### config.mk
export PLATFORM = sky130hd
export DESIGN_NAME = iocc_device_flat
export DESIGN_NICKNAME = d
export VERILOG_FILES = /design/src/rtl/iocc_pkg.sv /design/src/rtl/iocc_if.sv /design/src/rtl/iocc_tick_sync.sv /design/src/rtl/iocc_device.sv /design/src/flat_wrapper.sv
export VERILOG_INCLUDE_DIRS = /design/src /design/src/rtl
export SDC_FILE = /design/constraint.sdc
export NUM_CORES = 1
export LEC_CHECK = 0
export ABC_AREA = 1
export BUFFER_PORTS_ARGS = -buffer_cell sky130_fd_sc_hd__buf_2
export CORE_MARGIN = 5
export CORE_UTILIZATION = 62
export CTS_BUF_LIST = sky130_fd_sc_hd__clkbuf_4 sky130_fd_sc_hd__clkbuf_8
export DETAILED_ROUTE_END_ITERATION = 10
export PLACE_DENSITY = 0.93
export SYNTH_ARGS = -nofsm -noshare
export SYNTH_HDL_FRONTEND = slang
export SYNTH_SLANG_ARGS = --single-unit
### constraint.sdc
create_clock -name clk -period 1.9 [get_ports clk]
set_input_delay 0.19 -clock clk [delete_from_list [all_inputs] [get_ports clk]]
set_output_delay 0.19 -clock clk [all_outputs]
set_load 0.05 [all_outputs]
### src/rtl/iocc_consts.svh
// Constants for the channel countdown clock: command bits, status bits,
// byte geometry and the host-side register map.
// Assumes it is included by bare name from every file that needs it.
`ifndef IOCC_CONSTS_SVH
`define IOCC_CONSTS_SVH

// Command word fields
`define IOCC_CMD_INT_EN   0
`define IOCC_CMD_AUTO     1
`define IOCC_CMD_BC_LO    2
`define IOCC_CMD_BC_HI    3
`define IOCC_CMD_SAMPLE   4
`define IOCC_CMD_SNAP     5
`define IOCC_CMD_LOAD     6
`define IOCC_CMD_RUN      7
`define IOCC_CFG_W        4

// Byte and count geometry
`define IOCC_BYTE_W       8
`define IOCC_COUNT_W      24
`define IOCC_COUNT_ONE    24'h000001
`define IOCC_COUNT_ZERO   24'h000000

// Device status word bits
`define IOCC_ST_INTR      0
`define IOCC_ST_RUN       1
`define IOCC_ST_SNAP      2
`define IOCC_ST_LOAD      3
`define IOCC_ST_ZERO      4

// Host register map (byte addresses) and fields
`define IOCC_ADDR_W       4
`define IOCC_REG_XFER     4'h0
`define IOCC_REG_STAT     4'h4
`define IOCC_XF_OP_LO     8
`define IOCC_XF_UNIT_LO   10
`define IOCC_HS_BUSY      8
`define IOCC_HS_DONE      9
`define IOCC_HS_INTR      10
`define IOCC_RESP_OKAY    2'h0
`define IOCC_RESP_SLVERR  2'h2

`endif

### src/rtl/iocc_pkg.sv
// Types for the host end of the channel countdown clock and its bench.
// Assumes nothing of its surroundings.
package iocc_pkg;

    // Channel operation selected by the host
    typedef enum logic [1:0] {
        command_output_transfer,
        status_input_transfer,
        data_output_transfer,
        data_input_transfer
    } iocc_op_t;

    // Host sequencer state
    typedef enum logic [1:0] {
        hs_idle,
        hs_issue,
        hs_wait
    } iocc_host_state_t;

endpackage : iocc_pkg

### src/rtl/iocc_if.sv
// Programmed I/O channel between host and countdown clock units.
// Assumes one clock shared by both ends; strobes are one-cycle pulses.
`timescale 1ns/10ps
`default_nettype none

interface iocc_if;
    logic [1:0] unit;      // Channel-unit code of the addressed unit
    logic       cmd_stb;   // Command word output
    logic       stat_stb;  // Status word input
    logic       dout_stb;  // Data byte output
    logic       din_stb;   // Data byte input
    logic [7:0] wdata;     // Byte from host accumulator
    logic [7:0] rdata;     // Byte toward host accumulator
    logic       ack;       // Unit has taken the transfer
    logic       intr;      // Zero-count interrupt request

    modport device (
        input  unit, cmd_stb, stat_stb, dout_stb, din_stb, wdata,
        output rdata, ack, intr
    );

    modport host (
        output unit, cmd_stb, stat_stb, dout_stb, din_stb, wdata,
        input  rdata, ack, intr
    );
endinterface : iocc_if

`default_nettype wire

### src/rtl/iocc_tick_sync.sv
// Turns the free-running crystal clock into a one-cycle tick in clk.
// Assumes the crystal is far slower than clk (100 kHz against 40 MHz).
`timescale 1ns/10ps
`default_nettype none

module iocc_tick_sync (
    input  wire logic clk,
    input  wire logic rst,
    input  wire logic xtal_clk,
    output logic      tick
);
    logic sync1_q;
    logic sync2_q;
    logic prev_q;
    logic tick_q;

    // Two-stage synchroniser; only sync2_q reads sync1_q
    always_ff @(posedge clk) begin
        if (rst) begin
            sync1_q <= 1'b0;
            sync2_q <= 1'b0;
        end else begin
            sync1_q <= xtal_clk;
            sync2_q <= sync1_q;
        end
    end

    // Rising edge of the settled crystal level, once per crystal period
    always_ff @(posedge clk) begin
        if (rst) begin
            prev_q <= 1'b0;
            tick_q <= 1'b0;
        end else begin
            prev_q <= sync2_q;
            tick_q <= sync2_q & ~prev_q;
        end
    end

    assign tick = tick_q;
endmodule : iocc_tick_sync

`default_nettype wire

### src/rtl/iocc_device.sv
// Countdown clock unit on a programmed I/O channel: command, status,
// preset load, snapshot readout and zero-count interrupt.
// Assumes a host that issues one channel strobe at a time and a 100 kHz
// crystal on xtal_clk that keeps running whatever the host does.
`timescale 1ns/10ps
`default_nettype none
`include "iocc_consts.svh"

module iocc_device
    import iocc_pkg::*;
#(
    parameter logic [1:0] UNIT_CODE = 2'h0
) (
    input  wire logic        clk,
    input  wire logic        rst,
    input  wire logic        xtal_clk,
    iocc_if.device           chan,
    output logic [23:0]      count_value,
    output logic             counting
);
    // Byte count field of a four-bit configuration
    function automatic logic [1:0] bytes_of(input logic [`IOCC_CFG_W-1:0] cfg);
        bytes_of = cfg[`IOCC_CMD_BC_HI:`IOCC_CMD_BC_LO];
    endfunction : bytes_of

    // Byte number idx (1 = least significant) of a count value
    function automatic logic [7:0] byte_of(input logic [23:0] v, input logic [1:0] idx);
        logic [23:0] shifted;
        shifted = '0;
        if (idx != 2'h0) begin
            shifted = v >> (`IOCC_BYTE_W * (int'(idx) - 1));
        end
        byte_of = shifted[`IOCC_BYTE_W-1:0];
    endfunction : byte_of

    logic                   tick;
    logic [`IOCC_CFG_W-1:0] cfg_q;
    logic [`IOCC_CFG_W-1:0] cfg_new;
    logic                   run_q;
    logic [23:0]            count_q;
    logic [23:0]            preset_q;
    logic [23:0]            preset_next;
    logic [1:0]             load_left_q;
    logic [23:0]            snap_q;
    logic [1:0]             snap_left_q;
    logic                   intr_q;
    logic                   ack_q;
    logic [7:0]             rdata_q;
    logic [23:0]            count_out_q;
    logic                   counting_q;
    logic                   sel;
    logic                   cmd_hit;
    logic                   stat_hit;
    logic                   dout_hit;
    logic                   din_hit;
    logic                   step;
    logic                   zero_evt;
    logic                   zero_irq;
    logic                   load_done;

    // Crystal tick, already in the clk domain
    iocc_tick_sync u_tick (
        .clk      (clk),
        .rst      (rst),
        .xtal_clk (xtal_clk),
        .tick     (tick)
    );

    // Channel decode: other units on the same channel are ignored
    assign sel      = (chan.unit == UNIT_CODE);
    assign cmd_hit  = chan.cmd_stb  & sel;
    assign stat_hit = chan.stat_stb & sel;
    assign dout_hit = chan.dout_stb & sel;
    assign din_hit  = chan.din_stb  & sel;

    // Configuration as it stands after this command word
    assign cfg_new = chan.wdata[`IOCC_CMD_SAMPLE] ? chan.wdata[`IOCC_CFG_W-1:0] : cfg_q;

    // Count events; the host's run state does not enter, only bit 7 does
    assign step     = tick & run_q & (count_q != `IOCC_COUNT_ZERO);
    assign zero_evt = step & (count_q == `IOCC_COUNT_ONE);
    assign zero_irq = zero_evt & cfg_q[`IOCC_CMD_INT_EN];

    // Preset as it will be after this data byte; upper bytes start at zero
    assign preset_next = {preset_q[15:0], chan.wdata};
    assign load_done   = dout_hit & (load_left_q == 2'h1);

    // Sampled configuration bits persist until a sampling command
    always_ff @(posedge clk) begin
        if (rst) begin
            cfg_q <= '0;
        end else if (cmd_hit) begin
            cfg_q <= cfg_new;
        end
    end

    // Run/hold follows bit 7 of every command word
    always_ff @(posedge clk) begin
        if (rst) begin
            run_q <= 1'b0;
        end else if (cmd_hit) begin
            run_q <= chan.wdata[`IOCC_CMD_RUN];
        end
    end

    // Preset register and the bytes still expected for it
    always_ff @(posedge clk) begin
        if (rst) begin
            preset_q    <= '0;
            load_left_q <= '0;
        end else if (cmd_hit && chan.wdata[`IOCC_CMD_LOAD]) begin
            preset_q    <= '0;
            load_left_q <= bytes_of(cfg_new);
        end else if (dout_hit && load_left_q != 2'h0) begin
            preset_q    <= preset_next;
            load_left_q <= load_left_q - 2'h1;
        end
    end

    // Countdown; a completed load takes priority over a tick
    always_ff @(posedge clk) begin
        if (rst) begin
            count_q <= '0;
        end else if (load_done) begin
            count_q <= preset_next;
        end else if (zero_evt && cfg_q[`IOCC_CMD_AUTO]) begin
            count_q <= preset_q;
        end else if (step) begin
            count_q <= count_q - `IOCC_COUNT_ONE;
        end
    end

    // Snapshot holding register and bytes left to read; the counter
    // itself is never touched here, so readout cannot slow the count
    always_ff @(posedge clk) begin
        if (rst) begin
            snap_q      <= '0;
            snap_left_q <= '0;
        end else if (cmd_hit && chan.wdata[`IOCC_CMD_SNAP]) begin
            snap_q      <= count_q;
            snap_left_q <= bytes_of(cfg_new);
        end else if (zero_irq) begin
            snap_left_q <= '0;
        end else if (din_hit && snap_left_q != 2'h0) begin
            snap_left_q <= snap_left_q - 2'h1;
        end
    end

    // Interrupt request: a status read acknowledges it, but a zero
    // event in the same cycle wins so that it is never lost
    always_ff @(posedge clk) begin
        if (rst) begin
            intr_q <= 1'b0;
        end else if (zero_irq) begin
            intr_q <= 1'b1;
        end else if (stat_hit) begin
            intr_q <= 1'b0;
        end else if (cmd_hit && !cfg_new[`IOCC_CMD_INT_EN]) begin
            intr_q <= 1'b0;
        end
    end

    // Answer: acknowledge every addressed strobe one cycle later
    always_ff @(posedge clk) begin
        if (rst) begin
            ack_q   <= 1'b0;
            rdata_q <= '0;
        end else begin
            ack_q   <= cmd_hit | stat_hit | dout_hit | din_hit;
            rdata_q <= '0;
            if (stat_hit) begin
                rdata_q[`IOCC_ST_INTR] <= intr_q;
                rdata_q[`IOCC_ST_RUN]  <= run_q;
                rdata_q[`IOCC_ST_SNAP] <= (snap_left_q != 2'h0);
                rdata_q[`IOCC_ST_LOAD] <= (load_left_q != 2'h0);
                rdata_q[`IOCC_ST_ZERO] <= (count_q == `IOCC_COUNT_ZERO);
            end else if (din_hit) begin
                rdata_q <= byte_of(snap_q, snap_left_q);
            end
        end
    end

    // User-side mirrors of the counter, registered
    always_ff @(posedge clk) begin
        if (rst) begin
            count_out_q <= '0;
            counting_q  <= 1'b0;
        end else begin
            count_out_q <= count_q;
            counting_q  <= run_q & (count_q != `IOCC_COUNT_ZERO);
        end
    end

    assign chan.ack    = ack_q;
    assign chan.rdata  = rdata_q;
    assign chan.intr   = intr_q;
    assign count_value = count_out_q;
    assign counting    = counting_q;
endmodule : iocc_device

`default_nettype wire

### src/flat_wrapper.sv
// flat-port wrapper written by rule: the top's interface ports become plain ports
module iocc_device_flat import iocc_pkg::*;
#(
    parameter logic [1:0] UNIT_CODE = 2'h0
)
  (clk, rst, xtal_clk, count_value, counting, chan_unit, chan_cmd_stb, chan_stat_stb, chan_dout_stb, chan_din_stb, chan_wdata, chan_rdata, chan_ack, chan_intr);
  iocc_if chan_i ();
  input  wire logic clk;
  input  wire logic rst;
  input  wire logic xtal_clk;
  output logic [23:0] count_value;
  output logic counting;
  input wire logic [$bits(chan_i.unit)-1:0] chan_unit;
  input wire logic [$bits(chan_i.cmd_stb)-1:0] chan_cmd_stb;
  input wire logic [$bits(chan_i.stat_stb)-1:0] chan_stat_stb;
  input wire logic [$bits(chan_i.dout_stb)-1:0] chan_dout_stb;
  input wire logic [$bits(chan_i.din_stb)-1:0] chan_din_stb;
  input wire logic [$bits(chan_i.wdata)-1:0] chan_wdata;
  output wire logic [$bits(chan_i.rdata)-1:0] chan_rdata;
  output wire logic [$bits(chan_i.ack)-1:0] chan_ack;
  output wire logic [$bits(chan_i.intr)-1:0] chan_intr;
  assign chan_i.unit = chan_unit;
  assign chan_i.cmd_stb = chan_cmd_stb;
  assign chan_i.stat_stb = chan_stat_stb;
  assign chan_i.dout_stb = chan_dout_stb;
  assign chan_i.din_stb = chan_din_stb;
  assign chan_i.wdata = chan_wdata;
  assign chan_rdata = chan_i.rdata;
  assign chan_ack = chan_i.ack;
  assign chan_intr = chan_i.intr;
  iocc_device #(.UNIT_CODE(UNIT_CODE)) u_core (.clk(clk), .rst(rst), .xtal_clk(xtal_clk), .chan(chan_i), .count_value(count_value), .counting(counting));
endmodule
* Word level (Yosys, flattened, before mapping) *
Cells that the tools add are included.

word-level totals
  input bits = 17
  output and inout port bits = 35
  bits in registers = 120
  logic and storage cells = 76

operators by class
  reduce and logical (&&, ||, !) cells = 19
  multiplexer cells = 15
  eq/ne operators = 2
  add/subtract/negate cells = 4
  shift-type cells = 1
  bitwise operators = 17

operators with widths
  cell                   number
  $mux 24                3
  $shr 24x32->8          1
  $eq 24x1->1 const B    1
  $logic_not 24->1       1
  $reduce_bool 24->1     1
  $sub 24x1->24 const B  1
  $mux 5                 3
  $and 1x1->1            11
  $mux 2                 5
  $reduce_bool 3->1      3
  $logic_and 1x1->1      6
  $reduce_bool 2->1      3
  $mux 4                 1
  $reduce_or 4->1        1
  $sub 2x1->2 const B    2
  $mux 1                 3
  $not 1->1              3
  $or 1x1->1             3
  $sub 2x1->3 const B    1
  $eq 2x1->1 const B     1
  $logic_not 2->1        1
  $reduce_and 2->1       1
  $reduce_or 2->1        1
  $logic_not 1->1        1

* Depth between registers and ports, before layout *
  word-level depth = 6
  gate-level depth with buffers = 13
  gate-level depth less buffers = 13

* Hierarchy *
A second synthesis with hierarchy kept.

unflattened totals
  cell total of the unflattened synthesis = 769
  area, all modules = 5825.6 µm²

modules (own cells, without submodules)
  module          cells an instance  instances  sequential area each (µm²)  area an instance (µm²)
  iocc_device     757                1          2322.2                      5710.5
  iocc_tick_sync  12                 1          80.1                        115.1

* Worst setup path after synthesis *
No wires, ideal clock.

  path type = reg-to-reg
  from = register u_core.count_q[0]
  to = register u_core.count_q[7]
  setup time = 68 ps
  required time = 1832 ps
  path buffers = 1
  stages on the path, launching flop included = 12
  data arrival time = 1607 ps
  clock period less this slack = 1675 ps
  setup slack = 225 ps
  cells stage by stage = dfxtp_1 inv_1 ha_1 nand2_4 nor2_8 nand3_4 nand2_8 nand2_4 buf_6 o21ai_2 inv_1 a21oi_2

between the ends
  cells in the longest elaborated chain, start to end = 6
  elaborated cells on any way between the ends = 10
  classes of those cells = 1 x add/sub; 1 x eq/ne; 3 x mux; 2 x bitwise; 3 x reduce/logical

RTL lines
  element                                                line                source
  start: declaration                                     iocc_device.sv:40   logic [23:0] count_q;
  start signal: assignment                               iocc_device.sv:125  count_q <= preset_next;
  start signal: assignment                               iocc_device.sv:127  count_q <= preset_q;
  start signal: assignment                               iocc_device.sv:129  count_q <= count_q - `IOCC_COUNT_ONE;
  branches (longest 6 deep; another with $sub 24x1->24)  --

Parallel ways; which one is timed is not known. The select of a mux whose other input is x is not followed.
A chain may end at the register's enable or synchronous reset.

* Worst setup path in the final report *
  from = register u_core.count_q[0]
  to = register u_core.count_q[3]

The elaborated chain is that of the path after synthesis.

==> metrics.txt <==
worst min-delay path class=in -> reg; switching power=1.40 mW; CP Max Fanout=12; ys flop type=dfxtp_1; antenna violations before repair=0; synthesized area=5740 sq um; DP Cell Count=927; n_diodes=0; # port buffers=51; Startpoint Class=flip-flop; Final Cycle Share=103%; Seq cells post-synth=120; hold violation count in the final report=0; routed wire length=19.2 mm; Inserted Clock Buffers=17; reg2reg path depth=11; fin nets=868; Worst EP required=2200 ps; number of synthesized flops with an enable pin=0; setup TNS=-96.1 ps; vias in the first global route=5701; asr flop ratio synth=0%; drt drc=1; Vias per Instance=6.27; total track usage=32.3%; TritonCTS clock tree=done; outcome=complete, but fails checks; Initial Util=63.0%; PnR Total Power=5.55 mW; crit path launch=u_core.count_q[0]$_SDFFE_PP0P_; Die Wd=106 um; Combinational Power Share=7.1%; worst-skew pair later-pin latency=460 ps; Worst Clk Skew=14.1 ps; Syn Nets=789; CTS Root Cell=clkbuf_8; H-tree depth=4; Clk network pwr share=46.4%; CP endpoint=u_core.count_q[3]$_SDFFE_PP0P_; Tmin final=1950 ps; total number of vias=6084; CTS sink count=120; Static Leak=3.07 nW; num ports=52; post-synth top area share=41.9%; Detail Route Antenna Nets=0; syn_area_per_cell=7.48 sq um; Crit Path Class=reg -> reg; Seq pwr share=46.5%; synth cell count leaders=inv_1, dfxtp_1, nand2_1; failing checks=DRC, setup timing; share of cells above drive strength 1=23.2%; CORE AREA=9110 sq um; die area=11300 sq um; Critical Path Sink Type=flip-flop; most frequent cell after synthesis=inv_1; Yosys warning count=0; Final Max Slew Viols=0; FMAX=0.513 GHz; Final HPWL DP=11.3 mm; Final setup viols=3; Layout Utilization=75.5%; Cell Int Power=4.15 mW; post-synthesis sequential area ratio=41.9%; worst-margin pin slew=758 ps; row count=35; r2r startpoint=u_core.count_q[0]$_SDFFE_PP0P_; Worst-path clk slew=70 ps; dominant cells by area after synthesis=dfxtp_1, inv_1, a21oi_1, nand2_1, o21ai_0; grt total ovfl=0; Sw Share=25.2%; r2r endpoint=u_core.count_q[3]$_SDFFE_PP0P_; Synth area leader=dfxtp_1; Worst EP arrival=2250 ps; Worst Min Path Start=chan_wdata[1]; Distinct cells, synth=39; setup ws final=-49.2 ps; DRT iter0 DRCs=1198; RSZ-0062 raised after global routing=yes; Area growth syn-to-layout=19.9%; Layout Cells excl Fill=970; number of iterations in the first detailed-routing pass=11; global-route wire length before repair=28.5 mm; routed len/inst=19.8 um; slew margin rel.=49.5%; GP Congestion=1.00; Syn Inst Count=767; max-cap viol count=0; Power Dens Cells=806 nW/um^2; largest net degree at the start of global routing=64; peak supply drop=483 uV; vertical die dimension=106 um; clock buffer depth=2; worst reg2reg setup slack=-50 ps
[kinds of logic after synthesis]
logic type	count (synthesis)	share of synthesized area, %
xor+xnor	15	2.29
buf+inv	168	12.1
fa+ha+maj	5	1.09
simple gates	271	22.8
flops	120	41.9
compound gates	188	19.9
[power by group through the flow]
stage	Sequential [mW]	Clock [mW]	Combinational (mW)
2_1_floorplan	2.64	0	0.230
3_3_place_gp	2.63	0	0.340
3_5_place_dp	2.63	0	0.352
4_1_cts	2.57	2.56	0.367
5_1_grt	2.58	2.68	0.424
6_report	2.58	2.57	0.395
[per-layer routing]
metal	GRT usage (%)	vias to the layer above	routed length, um
met5	0	-	0
met4	24.1	0	1760
met3	9.78	194	2510
met2	50.6	582	8390
met1	37.1	2673	6560
li1	-	2635	-
[metrics by stage]
stage / area, sq um / setup WS [ps] / hold WS, ps
final: 6880 / -49.2 / 42.4
after global routing: 6880 / -104 / 49.8
after CTS: 6720 / 7.55 / 33.6
after detailed placement: 6240 / -41.4 / 382
after global placement: 6240 / 90.5 / 377
after floorplan: 5740 / 225 / 297
[flip-flops by register name, indices dropped and copies added, names as in the netlist, 2 cells and up]
register	count
u_core.preset_q	24
u_core.chan.rdata	8
u_core.snap_q	24
u_core.count_value	24
u_core.cfg_q	4
u_core.load_left_q	2
u_core.count_q	24
u_core.snap_left_q	2
[critical path, cell delays in order (launching register included)]
cell and delay, ps:
dfxtp_2 360, inv_1 90, ha_4 200, nand2_8 100, nor2_8 60, nand3_4 130
nand2_8 110, nor2_8 230, clkbuf_16 210, nand3_1 120, nand3_1 120, a21oi_1 70
[cells in the final DEF (no fill, tap or decap), types with 4 or more instances in the layout]
master | Yosys | final
inv_1 | 123 | 122
dfxtp_1 | 120 | 116
nand2_1 | 98 | 97
a21oi_1 | 80 | 79
o21ai_0 | 71 | 67
nor2_1 | 71 | 66
nand3_1 | 66 | 66
buf_2 | 8 | 51
buf_4 | 0 | 38
o22ai_2 | 19 | 19
clkbuf_8 | 0 | 18
xor2_1 | 14 | 14
inv_2 | 7 | 8
nor2_2 | 3 | 7
nand4_1 | 7 | 7
a21oi_2 | 6 | 7
nor2_4 | 5 | 6
nand2_2 | 5 | 5
o21ai_1 | 2 | 5
nor3_1 | 4 | 4
bufinv_16 | 0 | 4
buf_12 | 0 | 4
dfxtp_2 | 0 | 4
[timing repair]
item,CTS,global route
endpoints found under the setup margin,14,26
hold buffers,1,0
pin swaps,1,8
setup buffers,2,5
endpoints found under the hold margin,1,0
cloned,0,3
gates resized for setup,1,23
[worst min-delay path by stage]
| stage | to | depth (start not counted) | slack [ps] |
|---|---|---|---|
| finish | u_core.cfg_q[1]$_SDFFE_PP0P_ | 3 | 40 |
| global route | u_core.cfg_q[1]$_SDFFE_PP0P_ | 3 | 50 |
| CTS | u_core.preset_q[2]$_SDFFE_PP0P_ | 3 | 30 |
| detailed placement | u_core.u_tick.tick$_SDFF_PP0_ | 1 | 380 |
| global placement | u_core.u_tick.tick$_SDFF_PP0_ | 1 | 380 |
| floorplan | u_core.u_tick.sync1_q$_SDFF_PP0_ | 2 | 300 |
[cell type report]
cell class                 instances  area, sq um
multi-input combinational        480         2720
sequential                       120         2410
fill                             577         2230
timing repair buffer              96          681
inverter                         131          492
clock buffer                      18          248
clock inverter                    14          195
tap                              111          139
(Power assumes the default switching activity.)
